File: src/cpu_bus_cfg.svh
`ifndef CPU_BUS_CFG_SVH
`define CPU_BUS_CFG_SVH

// each processor clock is split into a high phase and a low phase of core_clk
`define PHASE_HIGH 1'h0
`define PHASE_LOW 1'h1
`define NMI_VECTOR_TYPE 8'h02
`define RESET_MIN_CLOCKS 4
`define STROBE_IDLE_N 1'h1
`define VECTOR_RESET 8'h00

`endif

File: src/cpu_bus_pkg.sv
package cpu_bus_pkg;

  typedef enum logic [6:0] {
    ST_IDLE = 7'h01,
    ST_T1 = 7'h02,
    ST_T2 = 7'h04,
    ST_T3 = 7'h08,
    ST_TW = 7'h10,
    ST_T4 = 7'h20,
    ST_HOLD = 7'h40
  } bus_state_t;

  typedef enum logic [2:0] {
    KIND_MEM_READ = 3'h0,
    KIND_MEM_WRITE = 3'h1,
    KIND_IO_READ = 3'h2,
    KIND_IO_WRITE = 3'h3,
    KIND_IRQ_ACK = 3'h4
  } bus_kind_t;

endpackage

File: src/sync_two_flop.sv
`timescale 1ns/1ps
`default_nettype none

module sync_two_flop #(
  parameter int WIDTH = 1
) (
  input wire logic core_clk,
  input wire logic rst_n,
  input wire logic [WIDTH-1:0] async_in,
  output logic [WIDTH-1:0] sync_out
);

  logic [WIDTH-1:0] meta_q;

  // refused while elaborating, so a bad width never reaches a netlist
  if (WIDTH < 1) begin : g_width_check
    $error("sync_two_flop needs WIDTH of at least 1");
  end

  // the first stage feeds only the second stage
  always_ff @(posedge core_clk or negedge rst_n) begin
    if (!rst_n) begin
      meta_q <= '0;
      sync_out <= '0;
    end else begin
      meta_q <= async_in;
      sync_out <= meta_q;
    end
  end

endmodule

`default_nettype wire

File: src/cpu_min_mode_bus_control.sv
`timescale 1ns/1ps
`default_nettype none

`include "cpu_bus_cfg.svh"

module cpu_min_mode_bus_control
  import cpu_bus_pkg::*;
(
  input wire logic core_clk,
  input wire logic rst_n,
  // pins from the system
  input wire logic wait_test_n,
  input wire logic nmi_in,
  input wire logic reset_in,
  input wire logic system_mode_select,
  input wire logic maskable_irq_request,
  input wire logic ready,
  input wire logic hold_req,
  // core side
  input wire logic req_valid,
  input wire logic [2:0] req_kind,
  input wire logic wait_instr,
  input wire logic instr_last,
  input wire logic irq_enable,
  output logic req_taken,
  output logic cycle_done,
  output logic wait_release,
  output logic nmi_take,
  output logic irq_take,
  output logic [7:0] vector_type,
  output logic core_reset,
  // bus control pins
  output logic mem_io_sel,
  output logic mem_io_sel_oe,
  output logic write_strobe_n,
  output logic write_strobe_oe,
  output logic read_strobe_n,
  output logic read_strobe_oe,
  output logic xcvr_direction,
  output logic xcvr_direction_oe,
  output logic xcvr_enable_n,
  output logic xcvr_enable_oe,
  output logic irq_ack_strobe_n,
  output logic addr_latch_strobe,
  output logic bus_hold_grant
);

  logic test_n_s;
  logic nmi_s;
  logic reset_s;
  logic mode_s;
  logic irq_s;

  // ready and hold are expected to meet setup on their own; they are used raw
  sync_two_flop #(.WIDTH(5)) u_pin_sync (
    .core_clk(core_clk),
    .rst_n(rst_n),
    .async_in({wait_test_n, nmi_in, reset_in, system_mode_select, maskable_irq_request}),
    .sync_out({test_n_s, nmi_s, reset_s, mode_s, irq_s})
  );

  bus_state_t state_q;
  bus_state_t state_d;
  logic phase_q;
  bus_kind_t kind_q;
  logic nmi_prev_q;
  logic nmi_pend_q;
  logic min_mode;
  logic phase_end;
  logic start_cycle;
  logic hold_now;

  function automatic logic kind_is_write(input bus_kind_t k);
    kind_is_write = (k == KIND_MEM_WRITE) || (k == KIND_IO_WRITE);
  endfunction

  function automatic logic kind_is_read(input bus_kind_t k);
    kind_is_read = (k == KIND_MEM_READ) || (k == KIND_IO_READ);
  endfunction

  function automatic logic kind_is_mem(input bus_kind_t k);
    kind_is_mem = (k == KIND_MEM_READ) || (k == KIND_MEM_WRITE);
  endfunction

  assign min_mode = mode_s;
  assign phase_end = (phase_q == `PHASE_LOW);
  // idle clocks are where a new cycle may begin; a hold may begin there or in t4
  assign start_cycle = (state_q == ST_IDLE) && phase_end && req_valid && min_mode && !hold_req;
  // grant is issued at the middle of a t4 or idle clock
  assign hold_now = ((state_q == ST_IDLE) || (state_q == ST_T4)) && (phase_q == `PHASE_HIGH) && hold_req;

  always_comb begin
    state_d = state_q;
    unique case (state_q)
      ST_IDLE: begin
        if (start_cycle) begin
          state_d = ST_T1;
        end
      end
      ST_T1: begin
        if (phase_end) begin
          state_d = ST_T2;
        end
      end
      ST_T2: begin
        if (phase_end) begin
          state_d = ST_T3;
        end
      end
      ST_T3, ST_TW: begin
        if (phase_end) begin
          state_d = ready ? ST_T4 : ST_TW;
        end
      end
      ST_T4: begin
        if (phase_end) begin
          state_d = ST_IDLE;
        end
      end
      ST_HOLD: begin
        if (!hold_req) begin
          state_d = ST_IDLE;
        end
      end
      default: state_d = ST_IDLE;
    endcase
    if (hold_now) begin
      state_d = ST_HOLD;
    end
  end

  // a synchronised reset drops the bus cycle in flight at once
  always_ff @(posedge core_clk or negedge rst_n) begin
    if (!rst_n) begin
      state_q <= ST_IDLE;
      phase_q <= `PHASE_HIGH;
    end else if (reset_s) begin
      state_q <= ST_IDLE;
      phase_q <= `PHASE_HIGH;
    end else if (hold_now) begin
      state_q <= state_d;
      phase_q <= `PHASE_LOW;
    end else begin
      state_q <= state_d;
      phase_q <= (state_q == ST_HOLD) ? `PHASE_HIGH : ~phase_q;
    end
  end

  always_ff @(posedge core_clk or negedge rst_n) begin
    if (!rst_n) begin
      kind_q <= KIND_MEM_READ;
      req_taken <= 1'h0;
      cycle_done <= 1'h0;
    end else begin
      req_taken <= start_cycle && !reset_s;
      // a grant in mid-t4 still closes the cycle, so the core is never left waiting
      cycle_done <= (state_q == ST_T4) && (phase_end || hold_now) && !reset_s;
      if (start_cycle) begin
        kind_q <= bus_kind_t'(req_kind);
      end
    end
  end

  always_ff @(posedge core_clk or negedge rst_n) begin
    if (!rst_n) begin
      core_reset <= 1'h1;
    end else begin
      core_reset <= reset_s;
    end
  end

  // the wait test is looked at only at the middle of each processor clock, at the end of its high phase
  always_ff @(posedge core_clk or negedge rst_n) begin
    if (!rst_n) begin
      wait_release <= 1'h0;
    end else begin
      wait_release <= wait_instr && !test_n_s && (phase_q == `PHASE_HIGH) && !reset_s;
    end
  end

  // pending nmi: a fresh edge wins over the clear in the same cycle
  always_ff @(posedge core_clk or negedge rst_n) begin
    if (!rst_n) begin
      nmi_prev_q <= 1'h0;
      nmi_pend_q <= 1'h0;
    end else if (reset_s) begin
      nmi_prev_q <= nmi_s;
      nmi_pend_q <= 1'h0;
    end else begin
      nmi_prev_q <= nmi_s;
      if (nmi_s && !nmi_prev_q) begin
        nmi_pend_q <= 1'h1;
      end else if (instr_last) begin
        nmi_pend_q <= 1'h0;
      end
    end
  end

  // nmi outranks the maskable request; irq_enable has no say over nmi
  always_ff @(posedge core_clk or negedge rst_n) begin
    if (!rst_n) begin
      nmi_take <= 1'h0;
      irq_take <= 1'h0;
      vector_type <= `VECTOR_RESET;
    end else begin
      nmi_take <= instr_last && nmi_pend_q && !reset_s;
      irq_take <= instr_last && !nmi_pend_q && irq_s && irq_enable && !reset_s;
      if (instr_last && nmi_pend_q) begin
        vector_type <= `NMI_VECTOR_TYPE;
      end
    end
  end

  logic in_cycle;
  logic in_strobe;
  logic late_strobe;
  logic den_read;
  logic den_write;

  assign in_cycle = (state_q == ST_T1) || (state_q == ST_T2) || (state_q == ST_T3) ||
                    (state_q == ST_TW) || (state_q == ST_T4);
  assign in_strobe = (state_q == ST_T2) || (state_q == ST_T3) || (state_q == ST_TW);
  // read-type strobes wait out the first half of t2 so the address is off the bus
  assign late_strobe = ((state_q == ST_T2) && phase_end) || (state_q == ST_T3) || (state_q == ST_TW);
  assign den_read = late_strobe || ((state_q == ST_T4) && !phase_end);
  assign den_write = in_strobe || ((state_q == ST_T4) && !phase_end);

  always_ff @(posedge core_clk or negedge rst_n) begin
    if (!rst_n) begin
      addr_latch_strobe <= 1'h0;
    end else begin
      addr_latch_strobe <= (state_q == ST_T1) && phase_end && !reset_s;
    end
  end

  // status lines are set in the idle clock before t1 and kept through t4
  always_ff @(posedge core_clk or negedge rst_n) begin
    if (!rst_n) begin
      mem_io_sel <= 1'h1;
      xcvr_direction <= 1'h1;
    end else if (state_q == ST_HOLD || reset_s) begin
      mem_io_sel <= 1'h1;
      xcvr_direction <= 1'h1;
    end else if (start_cycle) begin
      mem_io_sel <= kind_is_mem(bus_kind_t'(req_kind));
      xcvr_direction <= kind_is_write(bus_kind_t'(req_kind));
    end
  end

  always_ff @(posedge core_clk or negedge rst_n) begin
    if (!rst_n) begin
      write_strobe_n <= `STROBE_IDLE_N;
      read_strobe_n <= `STROBE_IDLE_N;
      irq_ack_strobe_n <= `STROBE_IDLE_N;
    end else if (reset_s) begin
      write_strobe_n <= `STROBE_IDLE_N;
      read_strobe_n <= `STROBE_IDLE_N;
      irq_ack_strobe_n <= `STROBE_IDLE_N;
    end else begin
      write_strobe_n <= !(in_strobe && kind_is_write(kind_q));
      read_strobe_n <= !(late_strobe && kind_is_read(kind_q));
      irq_ack_strobe_n <= !(late_strobe && (kind_q == KIND_IRQ_ACK));
    end
  end

  always_ff @(posedge core_clk or negedge rst_n) begin
    if (!rst_n) begin
      xcvr_enable_n <= `STROBE_IDLE_N;
    end else if (reset_s || !in_cycle) begin
      xcvr_enable_n <= `STROBE_IDLE_N;
    end else if (kind_is_write(kind_q)) begin
      xcvr_enable_n <= !den_write;
    end else begin
      xcvr_enable_n <= !den_read;
    end
  end

  // floated lines rest at one through the outside pull-ups
  always_ff @(posedge core_clk or negedge rst_n) begin
    if (!rst_n) begin
      bus_hold_grant <= 1'h0;
      mem_io_sel_oe <= 1'h0;
      write_strobe_oe <= 1'h0;
      read_strobe_oe <= 1'h0;
      xcvr_direction_oe <= 1'h0;
      xcvr_enable_oe <= 1'h0;
    end else begin
      bus_hold_grant <= (state_d == ST_HOLD) && !reset_s;
      mem_io_sel_oe <= (state_d != ST_HOLD) && min_mode;
      write_strobe_oe <= (state_d != ST_HOLD) && min_mode;
      read_strobe_oe <= (state_d != ST_HOLD) && min_mode;
      xcvr_direction_oe <= (state_d != ST_HOLD) && min_mode;
      xcvr_enable_oe <= (state_d != ST_HOLD) && min_mode;
    end
  end

endmodule

`default_nettype wire

File: config.mk
export PLATFORM = sky130hd
export DESIGN_NAME = cpu_min_mode_bus_control
export DESIGN_NICKNAME = d
export VERILOG_FILES = /design/src/cpu_bus_pkg.sv /design/src/sync_two_flop.sv /design/src/cpu_min_mode_bus_control.sv
export VERILOG_INCLUDE_DIRS = /design/src /design/src/src
export SDC_FILE = /design/constraint.sdc
export NUM_CORES = 1
export LEC_CHECK = 0
export BUFFER_PORTS_ARGS = -buffer_cell sky130_fd_sc_hd__buf_2
export CORE_UTILIZATION = 47
export CTS_BUF_LIST = sky130_fd_sc_hd__clkbuf_8 sky130_fd_sc_hd__clkbuf_16
export DETAILED_ROUTE_END_ITERATION = 16
export PLACE_DENSITY = 0.7
export SYNTH_ARGS = -nofsm -noshare
export SYNTH_HDL_FRONTEND = slang
export SYNTH_HIERARCHICAL = 1
export SYNTH_SLANG_ARGS = --single-unit
File: constraint.sdc
create_clock -name core_clk -period 1.99 [get_ports core_clk]
set_input_delay 0.0995 -clock core_clk [delete_from_list [all_inputs] [get_ports core_clk]]
set_output_delay 0.0995 -clock core_clk [all_outputs]
set_load 0.03 [all_outputs]
==> results.yml <==
setup_path:
  reg2reg_to: "state_q[1]$_DFF_PN0_"
  crit_fanout: 8
  critical_path_class: "reg2reg"
  crit_required_ns: 2.21
  reg2regPathDepth: 4
  r2r_slack_ns: 0.05
  cp.arrival_ns: 2.16
  crit_path_end_kind: "flop"
  r2r_start: "state_q[3]$_DFF_PN0_"
  cp-start-kind: "flop"
power:
  p_per_area_mw_per_mm2: 878.8
  leakage_nw: 1.026
  vdd_ir_drop_max_mv: 0.5520
  p_total_w: 0.001953
clocking:
  path_clk_slew_ns: 0.07
  cts_buffers: 5
  clock_path_buffers: 2
  insertion_delay_ns: 0.28
  h-tree-depth: 2
  clkSinkCount: 39
  cts_tree: "yes"
  cts-root-buf: "clkbuf_8"
detailed_routing:
  num_vias: 1358
  ant_nets: 0
  drtIter0Drc: 71
  firstDrtPassIters: 4
  avgRoutedWirePerCell_um: 14.24
  drt-total-wl_um: 3659
  via_per_inst: 5.284
  drc: 0
hold_path:
  hold_depth: 2
  min_to: "mem_io_sel$_DFFE_PN1P_"
  hp-class: "in2reg"
  min_from: "req_kind[1]"
yosys:
  synth_seq_cells: 39
  yosysWarnings: 6
  ys_seq_area_share_pct: 55.53
  synth_cell_types: 49
  synth_area_leader_cell: "dfrtp_1"
  synth_edf_count: 0
  netlist.area_leader.share_pct: 43.69
  synthTopCellsByArea: "dfrtp_1 44%, dfstp_2 12%, buf_4 4.7%"
  avgSynthCellArea_sq_um: 10.96
  syn-instance-count: 162
  synth_area_sq_mm: 0.001775
  synthTopCellsByCount: "31 x dfrtp_1, 13 x nor2_1, 11 x buf_4"
  synthFlopType: "dfrtp_1"
  ys_async_sr_fraction_pct: 100.0
  yosysMostFrequentCell: "dfrtp_1"
floorplanning:
  initial_core_util_pct: 51.19
  dieWidth_um: 63.46
  fp-row-count: 21
  io_pins: 43
  dieArea_sq_mm: 0.004027
  die_y_um: 63.46
  core-area_sq_mm: 0.003468
timing:
  tightest_slew_ns: 0.8160
  finalSetupViolations: 0
  fmax_ghz: 0.5157
  rsz0062_at_grt: "true"
  hold_violations: 0
  slew_viol_final: 0
  min_period_ns: 1.939
  relSlewSlack_pct: 45.60
  fin_crit_sh_pct: 97.45
  fin_setup_tns_ns: 0
  clock_skew_ns: 0.005522
global_route:
  overflow: 0
  use_met1_pct: 25.30
  grt_use_met2_pct: 30.85
  grt_pass1_vias: 1259
  grt_pass1_wl_um: 5830
  top_usage_layer: "met2"
  grt_usage_pct: 19.30
  grtUsageMet3_pct: 5.072
  antenna_found_initial: 0
  grt_max_degree: 40
cells_and_area:
  fin_util_pct: 64.07
  antennaDiodeCount: 0
  nFillCells: 305
  nets: 226
  area.growth.synth_to_final_pct: 25.16
  fin_cells: 257
  drive_gt1_share_pct: 38.39
  finalInstanceArea_sq_mm: 0.002222
place:
  dp_cells: 241
  place_congestion: 0.8371
  port_buffers: 35
  dp_hpwl_um: 2622
  dpl_cell_area_sq_mm: 0.001988
outcome:
  status: "finished, final reports clean"
flow_run:
  drv_cap: 0
through the flow:
stage                     setup slack, ns  hold slack (ns)
final                             0.05082          0.01620
after global routing            -0.008033          0.03331
after CTS                         0.01434          0.04537
after detailed placement         -0.06582           0.2092
after global placement            0.03262           0.2076
after floorplan                   -0.1102          -0.1961
cell families after synthesis:
family,Yosys count,synth area share [%]
flops,39,55.53
simple gates,60,19.80
other cells,1,0.2112
mux,2,1.268
xor+xnor,5,2.466
buf+inv,28,9.583
compound gates,27,11.14
worst max path at each step:
stage	startpoint	to	slack, ns	cells after the start
global route	state_q[2]$_DFF_PN0_	state_q[1]$_DFF_PN0_	-0.008	4
global placement	state_q[2]$_DFF_PN0_	state_q[5]$_DFF_PN0_	0.03	4
floorplan	state_q[3]$_DFF_PN0_	state_q[1]$_DFF_PN0_	-0.11	6
CTS	state_q[3]$_DFF_PN0_	state_q[1]$_DFF_PN0_	0.01	4
detailed placement	state_q[2]$_DFF_PN0_	state_q[5]$_DFF_PN0_	-0.07	4
finish	state_q[3]$_DFF_PN0_	state_q[1]$_DFF_PN0_	0.05	4
repair_timing:
item,4_1_cts,5_1_grt
endpoints found under the setup margin,2,6
resized for setup,1,8
hold buffers,6,0
pin swaps,2,1
endpoints found under the hold margin,36,0
setup buffers,2,0
report_power, final:
group | total, W | switching (W) | internal [W]
registers | 0.000893 | 0.0000425 | 0.000850
logic | 0.000311 | 0.000184 | 0.000127
clock network | 0.000749 | 0.000253 | 0.000496
total | 0.00195 | 0.000479 | 0.00147
routing by layer:
layer	part of all wire, %	vias to the layer above	wire, um
li1	-	645	-
met1	45	667	1664
met2	49	42	1790
met3	4.7	4	171
met4	0.90	0	33
met5	0	-	0
cell usage in the layout (no fill, tap or decap), drive strengths merged, types with 5 or more instances in the layout:
cell type	count
dlygate4sd3	6
nor2	13
buf	51
dfrtp	31
dfstp	8
nand2	9
or4	5
conb	7
clkbuf	5
inv	7
a21oi	5
state kept, by name, summed over array words and instances (netlist names), 3 cells and up:
name / count
u_pin_sync/meta_q: 5
kind_q: 3
u_pin_sync/sync_out: 5
state_q: 7
critical path: stages, from the launching register on:
cell	delay, ns
dfrtp_1	0.39
or4_4	0.54
or4_4	0.55
a211o_1	0.29
a21oi_2	0.10
final cells by class:
class	instances	area [sq um]	area share (%)
Clock buffer	5	68.82	3.097
Clock inverter	3	63.81	2.872
Inverter	6	22.52	1.014
Multi-Input combinational cell	101	668.1	30.07
Sequential cell	39	985.9	44.37
Tap cell	46	57.56	2.590
Timing Repair Buffer	57	355.3	15.99
Power figures use the tool's default switching activity.
